File: config.mk
export PLATFORM = sky130hd
export DESIGN_NAME = stc_top
export DESIGN_NICKNAME = d
export VERILOG_FILES = /design/src/hdl/stc_pkg.sv /design/src/hdl/stc_top.sv
export SDC_FILE = /design/constraint.sdc
export NUM_CORES = 1
export LEC_CHECK = 0
export BUFFER_PORTS_ARGS = -buffer_cell sky130_fd_sc_hd__buf_4
export CORE_MARGIN = 3
export CORE_UTILIZATION = 53
export DETAILED_ROUTE_END_ITERATION = 6
export GPL_ROUTABILITY_DRIVEN = 0
export PLACE_DENSITY_LB_ADDON = 0.2
export SYNTH_ARGS = -nofsm -noshare
export SYNTH_HDL_FRONTEND = slang
export SYNTH_SLANG_ARGS = --single-unit
File: constraint.sdc
create_clock -name ref_clk -period 3 [get_ports ref_clk]
set_input_delay 0.15 -clock ref_clk [delete_from_list [all_inputs] [get_ports ref_clk]]
set_output_delay 0.15 -clock ref_clk [all_outputs]
set_load 0.02 [all_outputs]
File: src/hdl/stc_pkg.sv
// Notes on behaviour
// - Sync, clock select 1: drive serial clock.
// - Sync, clock select 0: peer supplies clock.
// - Async mode ignores clock select bit.
// - Width bit picks 9 or 8 bits.
// - Mode bit: 1 synchronous, 0 asynchronous.
// - Async speed bit picks baud; sync ignores.
// - Read-only idle flag, 1 when idle.
package stc_pkg;

  // Register offsets
  localparam logic [2:0] ADDR_CTRL  = 3'h0;
  localparam logic [2:0] ADDR_DATA  = 3'h1;
  localparam logic [2:0] ADDR_RXEN  = 3'h2;
  localparam logic [2:0] ADDR_BAUD  = 3'h3;
  localparam logic [2:0] ADDR_ISTAT = 3'h4;
  localparam logic [2:0] ADDR_IMASK = 3'h5;

  // Widths and reset values
  localparam int         BAUD_W     = 8;
  localparam int         LIM_W      = 12;
  localparam logic [7:0] CTRL_RST   = 8'h02;
  localparam logic [7:0] BAUD_RST   = 8'h00;

  // Receive enable field positions
  localparam int RX_SINGLE = 0;
  localparam int RX_CONT   = 1;

  // Interrupt status bit positions
  localparam int IRQ_DONE  = 0;
  localparam int IRQ_DROP  = 1;

  // Frame lengths in bits
  localparam logic [3:0] BITS_ASYNC8 = 4'ha;
  localparam logic [3:0] BITS_ASYNC9 = 4'hb;
  localparam logic [3:0] BITS_SYNC8  = 4'h8;
  localparam logic [3:0] BITS_SYNC9  = 4'h9;

  // Control register layout, bit 7 first
  typedef struct packed {
    logic clock_source_select;
    logic tx_nine_bit_enable;
    logic tx_enable_bit;
    logic sync_mode;
    logic unused;
    logic high_speed_baud_select;
    logic tx_idle_flag;
    logic tx_ninth_data_bit;
  } stc_ctrl_t;

  // Register port request
  typedef struct packed {
    logic [2:0] addr;
    logic [7:0] wdata;
    logic       wr;
    logic       rd;
  } stc_bus_t;

endpackage : stc_pkg

File: src/hdl/stc_top.sv
`timescale 1ns/1ps
module stc_top (
  // Clock and reset
  input  wire logic            ref_clk,
  input  wire logic            nrst,
  // Register port
  input  wire stc_pkg::stc_bus_t bus,
  output logic [7:0]           rd_data_r,
  // Serial pins
  output logic                 tx_line_r,
  output logic                 data_oe_n_r,
  output logic                 sclk_out_r,
  output logic                 sclk_oe_n_r,
  input  wire logic            sclk_in,
  // Interrupt
  output logic                 irq_r
);

  typedef enum logic {ST_IDLE, ST_SHIFT} stc_state_t;

  stc_pkg::stc_ctrl_t          ctrl_r, ctrl_nxt;
  logic [1:0]                  rxen_r, rxen_nxt;
  logic [stc_pkg::BAUD_W-1:0]  baud_r, baud_nxt;
  logic [1:0]                  istat_r, istat_nxt;
  logic [1:0]                  imask_r, imask_nxt;
  logic [7:0]                  buf_r, buf_nxt;
  logic                        buf_v_r, buf_v_nxt;
  logic [7:0]                  rd_data_nxt;
  logic                        irq_nxt;
  stc_state_t                  state_r, state_nxt;
  logic [10:0]                 sh_r, sh_nxt;
  logic [3:0]                  cnt_r, cnt_nxt;
  logic [stc_pkg::LIM_W-1:0]   bcnt_r, bcnt_nxt;
  logic [stc_pkg::LIM_W-1:0]   lim_w;
  logic                        tx_line_nxt, sclk_out_nxt;
  logic                        sclk_oe_n_nxt, data_oe_n_nxt;
  logic                        s1_r, s2_r, s3_r;
  logic                        sync_w, master_w, run_w, tick_w;
  logic                        step_w, load_w, done_w;
  logic                        wr_data_w;
  logic [1:0]                  ev_w;

  // Mode decode
  assign sync_w    = ctrl_r.sync_mode;
  assign master_w  = sync_w & ctrl_r.clock_source_select;
  // Receive in sync mode owns the data line
  assign run_w     = ctrl_r.tx_enable_bit & ~(sync_w & (rxen_r[stc_pkg::RX_SINGLE] | rxen_r[stc_pkg::RX_CONT]));
  assign wr_data_w = bus.wr && (bus.addr == stc_pkg::ADDR_DATA);

  // Baud reload: the speed bit only matters in async mode
  always_comb begin
    if (sync_w) begin
      lim_w = {4'h0, baud_r};
    end else if (ctrl_r.high_speed_baud_select) begin
      lim_w = {2'h0, baud_r, 2'h3};
    end else begin
      lim_w = {baud_r, 4'hf};
    end
  end

  assign tick_w = (bcnt_r == '0);

  // Bit step source per mode
  always_comb begin
    if (!sync_w) begin
      step_w = tick_w;
    end else if (master_w) begin
      step_w = tick_w & sclk_out_r;
    end else begin
      step_w = s3_r & ~s2_r;
    end
  end

  assign load_w = (state_r == ST_IDLE) && run_w && buf_v_r;
  assign done_w = (state_r == ST_SHIFT) && run_w && step_w && (cnt_r == 4'h0);
  assign ev_w   = {wr_data_w & buf_v_r, done_w};

  // Register file next values
  always_comb begin
    ctrl_nxt  = ctrl_r;
    rxen_nxt  = rxen_r;
    baud_nxt  = baud_r;
    imask_nxt = imask_r;
    buf_nxt   = buf_r;
    buf_v_nxt = buf_v_r;
    istat_nxt = istat_r;
    if (bus.wr) begin
      unique case (bus.addr)
        stc_pkg::ADDR_CTRL: begin
          ctrl_nxt              = bus.wdata;
          ctrl_nxt.unused       = 1'b0;
          ctrl_nxt.tx_idle_flag = 1'b0;
        end
        stc_pkg::ADDR_RXEN:  rxen_nxt  = bus.wdata[1:0];
        stc_pkg::ADDR_BAUD:  baud_nxt  = bus.wdata;
        stc_pkg::ADDR_ISTAT: istat_nxt = istat_r & ~bus.wdata[1:0];
        stc_pkg::ADDR_IMASK: imask_nxt = bus.wdata[1:0];
        default: ;
      endcase
    end
    // A second write while one is pending is dropped
    if (wr_data_w && !buf_v_r) begin
      buf_nxt   = bus.wdata;
      buf_v_nxt = 1'b1;
    end
    if (load_w) begin
      buf_v_nxt = 1'b0;
    end
    // Set wins over a same-cycle clear
    istat_nxt = istat_nxt | ev_w;
    irq_nxt   = |(istat_nxt & imask_nxt);
  end

  // Read mux, data stands one cycle only
  always_comb begin
    rd_data_nxt = 8'h00;
    if (bus.rd) begin
      unique case (bus.addr)
        stc_pkg::ADDR_CTRL: begin
          rd_data_nxt    = ctrl_r;
          rd_data_nxt[1] = (state_r == ST_IDLE);
        end
        stc_pkg::ADDR_DATA:  rd_data_nxt = buf_r;
        stc_pkg::ADDR_RXEN:  rd_data_nxt = {6'h00, rxen_r};
        stc_pkg::ADDR_BAUD:  rd_data_nxt = baud_r;
        stc_pkg::ADDR_ISTAT: rd_data_nxt = {6'h00, istat_r};
        stc_pkg::ADDR_IMASK: rd_data_nxt = {6'h00, imask_r};
        default:             rd_data_nxt = 8'h00;
      endcase
    end
  end

  always_ff @(posedge ref_clk or negedge nrst) begin
    if (!nrst) begin
      ctrl_r    <= stc_pkg::CTRL_RST;
      rxen_r    <= 2'h0;
      baud_r    <= stc_pkg::BAUD_RST;
      istat_r   <= 2'h0;
      imask_r   <= 2'h0;
      buf_r     <= 8'h00;
      buf_v_r   <= 1'b0;
      rd_data_r <= 8'h00;
      irq_r     <= 1'b0;
    end else begin
      ctrl_r    <= ctrl_nxt;
      rxen_r    <= rxen_nxt;
      baud_r    <= baud_nxt;
      istat_r   <= istat_nxt;
      imask_r   <= imask_nxt;
      buf_r     <= buf_nxt;
      buf_v_r   <= buf_v_nxt;
      rd_data_r <= rd_data_nxt;
      irq_r     <= irq_nxt;
    end
  end

  // Transmit engine next values
  always_comb begin
    state_nxt     = state_r;
    sh_nxt        = sh_r;
    cnt_nxt       = cnt_r;
    tx_line_nxt   = tx_line_r;
    sclk_out_nxt  = sclk_out_r;
    bcnt_nxt      = tick_w ? lim_w : bcnt_r - 1'b1;
    sclk_oe_n_nxt = ~master_w;
    data_oe_n_nxt = sync_w ? (state_r == ST_IDLE) : ~ctrl_r.tx_enable_bit;
    if (!run_w) begin
      // Disable aborts any frame in flight
      state_nxt    = ST_IDLE;
      sclk_out_nxt = 1'b0;
      if (!sync_w) begin
        tx_line_nxt = 1'b1;
      end
    end else begin
      unique case (state_r)
        ST_IDLE: begin
          sclk_out_nxt = 1'b0;
          if (!sync_w) begin
            tx_line_nxt = 1'b1;
          end
          if (load_w) begin
            state_nxt = ST_SHIFT;
            bcnt_nxt  = lim_w;
            if (sync_w) begin
              sh_nxt  = {2'b00, ctrl_r.tx_ninth_data_bit, buf_r};
              cnt_nxt = ctrl_r.tx_nine_bit_enable ? stc_pkg::BITS_SYNC9 : stc_pkg::BITS_SYNC8;
            end else begin
              sh_nxt  = {1'b1, ctrl_r.tx_ninth_data_bit | ~ctrl_r.tx_nine_bit_enable, buf_r, 1'b0};
              cnt_nxt = ctrl_r.tx_nine_bit_enable ? stc_pkg::BITS_ASYNC9 : stc_pkg::BITS_ASYNC8;
            end
          end
        end
        ST_SHIFT: begin
          if (master_w && tick_w) begin
            sclk_out_nxt = ~sclk_out_r;
          end
          if (step_w) begin
            if (cnt_r == 4'h0) begin
              state_nxt = ST_IDLE;
            end else begin
              tx_line_nxt = sh_r[0];
              sh_nxt      = {1'b1, sh_r[10:1]};
              cnt_nxt     = cnt_r - 1'b1;
            end
          end
        end
      endcase
    end
    if (!master_w) begin
      sclk_out_nxt = 1'b0;
    end
  end

  always_ff @(posedge ref_clk or negedge nrst) begin
    if (!nrst) begin
      state_r     <= ST_IDLE;
      sh_r        <= 11'h7ff;
      cnt_r       <= 4'h0;
      bcnt_r      <= '0;
      tx_line_r   <= 1'b1;
      sclk_out_r  <= 1'b0;
      sclk_oe_n_r <= 1'b1;
      data_oe_n_r <= 1'b1;
    end else begin
      state_r     <= state_nxt;
      sh_r        <= sh_nxt;
      cnt_r       <= cnt_nxt;
      bcnt_r      <= bcnt_nxt;
      tx_line_r   <= tx_line_nxt;
      sclk_out_r  <= sclk_out_nxt;
      sclk_oe_n_r <= sclk_oe_n_nxt;
      data_oe_n_r <= data_oe_n_nxt;
    end
  end

  // Peer clock synchroniser; s3 only feeds the edge detect
  always_ff @(posedge ref_clk or negedge nrst) begin
    if (!nrst) begin
      s1_r <= 1'b0;
      s2_r <= 1'b0;
      s3_r <= 1'b0;
    end else begin
      s1_r <= sclk_in;
      s2_r <= s1_r;
      s3_r <= s2_r;
    end
  end
endmodule : stc_top

* Word-level counts from Yosys, hierarchy flattened *
Cells that the tools add are included.
W data, S select, Z words.

word-level totals
  register bits = 73
  input port bits = 16
  output and inout bits = 13
  word-level logic and storage cells = 119

cells by class
  add/subtract/negate cells = 2
  eq/ne operators = 11
  mux-type cells = 43
  bitwise gates (word level) = 19
  reduce and logical (&&, ||, !) cells = 19

operators with widths
  kind                     count
  $mux W12                 6
  $pmux W8 S6              1
  $mux W11                 4
  $pmux W11 S2             1
  $mux W1                  18
  $logic_not A12 Y1        1
  $mux W4                  3
  $sub A12 B1 Y12 const B  1
  $mux W2                  5
  $logic_and A1 B1 Y1      8
  $mux W8                  1
  $pmux W4 S2              1
  $reduce_and A2 Y1        4
  $not A1 Y1               7
  $and A1 B1 Y1            6
  $eq A3 B2 Y1 const B     2
  $eq A3 B3 Y1 const B     2
  $pmux W1 S2              3
  $and A2 B2 Y2            2
  $logic_not A4 Y1         1
  $ne A2 B2 Y1 const B     2
  $ne A4 B3 Y1 const B     1
  $reduce_and A4 Y1        1
  $sub A4 B1 Y4 const B    1
  11 further kinds         12

* Depth between registers and ports, before layout *
  word-level depth = 10
  gate-level depth with buffers = 8
  gate-level depth less buffers = 7

* Worst setup path before layout *
No wires, ideal clock.

  path type = reg-to-reg
  start = register bcnt_r[0] (netlist bit)
  end = register cnt_r[3]
  setup time = 0.132 ns
  data arrival time = 2.077 ns
  data required time = 2.868 ns
  setup slack = 0.792 ns
  cell stages (with the launch flop) = 8
  path buffers = 0
  clock period less this slack = 2.208 ns
  cell sequence = dfrtp_1 -> inv_1 -> ha_1 -> or3b_2 -> a2111oi_4 -> o31ai_2 -> o21ai_1 -> or3b_1

between the ends
  longest elaborated chain between the ends = 6

ends and longest elaborated chain
  item                                  line            source
  from (decl)                           stc_top.sv:33   logic [stc_pkg::LIM_W-1:0] bcnt_r, bcnt_nxt;
  from (signal assigned)                stc_top.sv:228  bcnt_r <= bcnt_nxt;
  $logic_not A12 Y1 *                   stc_top.sv:61   assign tick_w = (bcnt_r == '0);
  $and A1 B1 Y1                         stc_top.sv:68   step_w = tick_w & sclk_out_r;
  $mux W1                               stc_top.sv:67   end else if (master_w) begin
  $mux W1 *                             stc_top.sv:65   if (!sync_w) begin
  $ne A2 B1 Y1 (no source line) *       n/a
  $reduce_and A4 Y1 (no source line) *  n/a
  to (signal assigned)                  stc_top.sv:227  cnt_r <= cnt_nxt;
  to (decl)                             stc_top.sv:32   logic [3:0] cnt_r, cnt_nxt;

Every way passes the cells marked *; elsewhere a longest branch is shown, timed or not.
A chain may end at the register's enable or synchronous reset.

* Worst setup path in the final report *
Same ends and word-level chain as after synthesis.

==> impl_metrics.env <==
export IMPL_postSynthCellCount=339
export IMPL_fp_dieH_um=88.3
export IMPL_clk_pin_slew_ns=0.07
export IMPL_area_growth_pct=14.2
export IMPL_synth_edf_count=0
export IMPL_final_setup_worst_slack_ns=0.644
export IMPL_hpwlAfterDp_um=5530
export IMPL_grt_pass1_vias=2629
export IMPL_initial_core_util_pct=55.6
export IMPL_yosys_top_cells_count="dfrtp_1 (59), nor2_1 (33), nand2_1 (31)"
export IMPL_worstHoldStart="bus[5]"
export IMPL_yosys_warnings=0
export IMPL_grt_pass1_wl_um=12900
export IMPL_cts_hold_buf=2
export IMPL_required_ns=3.23
export IMPL_via_per_inst=5.84
export IMPL_critPathLaunch="bcnt_r[0]"
export IMPL_drcViolationCount=0
export IMPL_critPathArrivalTime_ns=2.58
export IMPL_rows=29
export IMPL_status="finished clean"
export IMPL_drtAntennaViolNets=0
export IMPL_hold_class="input pin to register"
export IMPL_tritoncts_num_buffers=9
export IMPL_ir_drop_mv=0.547
export IMPL_grt_max_degree=74
export IMPL_num_antenna_cells=0
export IMPL_post_route_period_util_pct=78.5
export IMPL_hold_viol=0
export IMPL_power_density_nw_per_um2=869
export IMPL_drt_initial_drc_count=180
export IMPL_port_buffers=28
export IMPL_swShare_pct=35.9
export IMPL_drt_first_pass_iters=4
export IMPL_cts_resized=0
export IMPL_fin_setup_tns_ns=0
export IMPL_netlist_area_um2=3590
export IMPL_synth_ff_type="dfrtp_1"
export IMPL_seq_area_frac_synth_pct=51.3
export IMPL_criticalPathCategory="register to register"
export IMPL_ctsRootBufferMaster="clkbuf_8"
export IMPL_max_slew_margin_pct=40.3
export IMPL_worstSetupStartpointType="register"
export IMPL_rsz0062_at_grt="no"
export IMPL_end_kind="register"
export IMPL_cts_htree_levels=3
export IMPL_post_cts_buffers=0
export IMPL_grt_use_total_pct=21.9
export IMPL_fill_cells=517
export IMPL_synth_most_common_cell="dfrtp_1"
export IMPL_ys_types=48
export IMPL_synth_seq_cells=73
export IMPL_r2r_start="bcnt_r[0]"
export IMPL_cts_sinks=73
export IMPL_clock_path_buffers=2
export IMPL_tightest_slew_ns=0.896
export IMPL_nNetsFinal=391
export IMPL_seqPwrFrac_pct=46.8
export IMPL_combPwrFrac_pct=31.8
export IMPL_clock_skew_final_ns=0.00829
export IMPL_yosys_area_top_type="dfrtp_1"
export IMPL_wl_per_cell_um=17.1
export IMPL_antenna_found_initial=0
export IMPL_yosysTopAreaCellShare_pct=41.1
export IMPL_grt_ovfl_total=0
export IMPL_wl_um=7750
export IMPL_setup_viol_count_final=0
export IMPL_p_clk_share_pct=21.5
export IMPL_maxCapViolations=0
export IMPL_pre_cts_slack_ns=0.658
export IMPL_p_leak_nw=1.80
export IMPL_clkLatencyLatePin_ns=0.35
export IMPL_synth_fp_nets=358
export IMPL_vias=2651
export IMPL_ios=29
export IMPL_die_area_um2=7800
export IMPL_avgSynthCellArea_um2=10.6
export IMPL_cts_tree="done"
export IMPL_p_switching_w=0.00128
export IMPL_period_needed_ns=2.36
export IMPL_final_max_slew_violation_count=0
export IMPL_max_freq_mhz=424
export IMPL_core_um2=6460
export IMPL_p_int_w=0.00228
export IMPL_critPathMaxFanout=6
export IMPL_drive_gt1_share_pct=26.5
export IMPL_synth_async_reset_ratio_pct=100
export IMPL_ys_top_cells_by_area="dfrtp_1 (41%), dfstp_2 (10%), mux2_2 (9.4%), mux2i_1 (5.9%), nor2_1 (3.4%)"
export IMPL_die_w_um=88.3
[worst max-delay path: stages (launching register included)]
cell and delay, ns:
dfrtp_1 0.41, inv_1 0.10, ha_1 0.16, or3b_2 0.47, a2111oi_4 0.43, o31ai_2 0.16, o21ai_1 0.16, or3b_1 0.34
[placed cells by master (no fill, tap or decap), types with 4 or more instances in the layout]
cell,instances
a211oi_1,5
a21oi_1,18
a22oi_1,6
buf_4,35
clkbuf_8,10
dfrtp_1,59
dfstp_2,14
inv_1,12
mux2_2,30
mux2i_1,21
nand2_1,31
nand3_1,5
nor2_1,33
nor2b_1,4
nor3_1,9
o21ai_0,22
xnor2_1,6
[area by class of cell]
| cell class | instances | area (um2) | share of cell area (%) |
|---|---|---|---|
| Clock buffer | 11 | 141 | 3.45 |
| Clock inverter | 5 | 55.1 | 1.34 |
| Inverter | 12 | 45.0 | 1.10 |
| Multi-Input combinational cell | 239 | 1640 | 39.9 |
| Sequential cell | 73 | 1840 | 45.0 |
| Tap cell | 77 | 96.3 | 2.35 |
| Timing Repair Buffer | 37 | 283 | 6.89 |
[metrics by stage]
stage               util, %  cells  power, W  cell area, um2  hold WS [ns]
global placement       60.2    436   0.00277            3890         0.260
finish                 63.5    454   0.00356            4100        0.0428
CTS                    63.5    454   0.00358            4100        0.0358
floorplan                 -    339   0.00245            3590        -0.146
global route           63.5    454   0.00383            4100        0.0411
detailed placement     60.2    436   0.00281            3890         0.261
[power by group through the flow]
stage	clock (W)	combinational, W	sequential (W)
floorplan	0	0.000883	0.00157
CTS	0.000782	0.00114	0.00166
finish	0.000765	0.00113	0.00167
global placement	0	0.00110	0.00167
detailed placement	0	0.00114	0.00167
global route	0.000822	0.00129	0.00172
[state kept, by name, indices dropped and copies added, names as in the netlist]
register,count
s1_r,1
sclk_out_r,1
buf_r,8
tx_line_r,1
irq_r,1
data_oe_n_r,1
ctrl_r,5
s2_r,1
baud_r,8
buf_v_r,1
s3_r,1
istat_r,2
sclk_oe_n_r,1
sh_r,11
state_r,1
rxen_r,2
imask_r,2
cnt_r,4
sync_w,1
bcnt_r,12
rd_data_r,8
[per-layer routing]
layer  track usage, %  wire, um
met1             30.9      3640
met2             33.4      3480
met3             4.28       466
met4             8.79       165
met5                0         0
[cells by family after synthesis]
| group | share of synthesized area (%) |
|---|---|
| buffers and inverters | 3.06 |
| AOI/OAI and AO/OA | 13.1 |
| DFF | 51.3 |
| muxes | 15.9 |
| and+or+nand+nor | 13.4 |
| xor gates and xnor gates | 2.19 |
| adders and majority gates | 1.05 |
[final timing paths]
check / end / slack [ns] / cells past startpoint
min in group asynchronous: bcnt_r[11] / 0.46 / 2
max in group asynchronous: cnt_r[1] / 1.94 / 2
min: baud_r[3] / 0.04 / 2
max reg2reg: cnt_r[3] / 0.64 / 7
min reg2reg: s2_r / 0.37 / 0
max: cnt_r[3] / 0.64 / 7
Power figures use the tool's default switching activity.
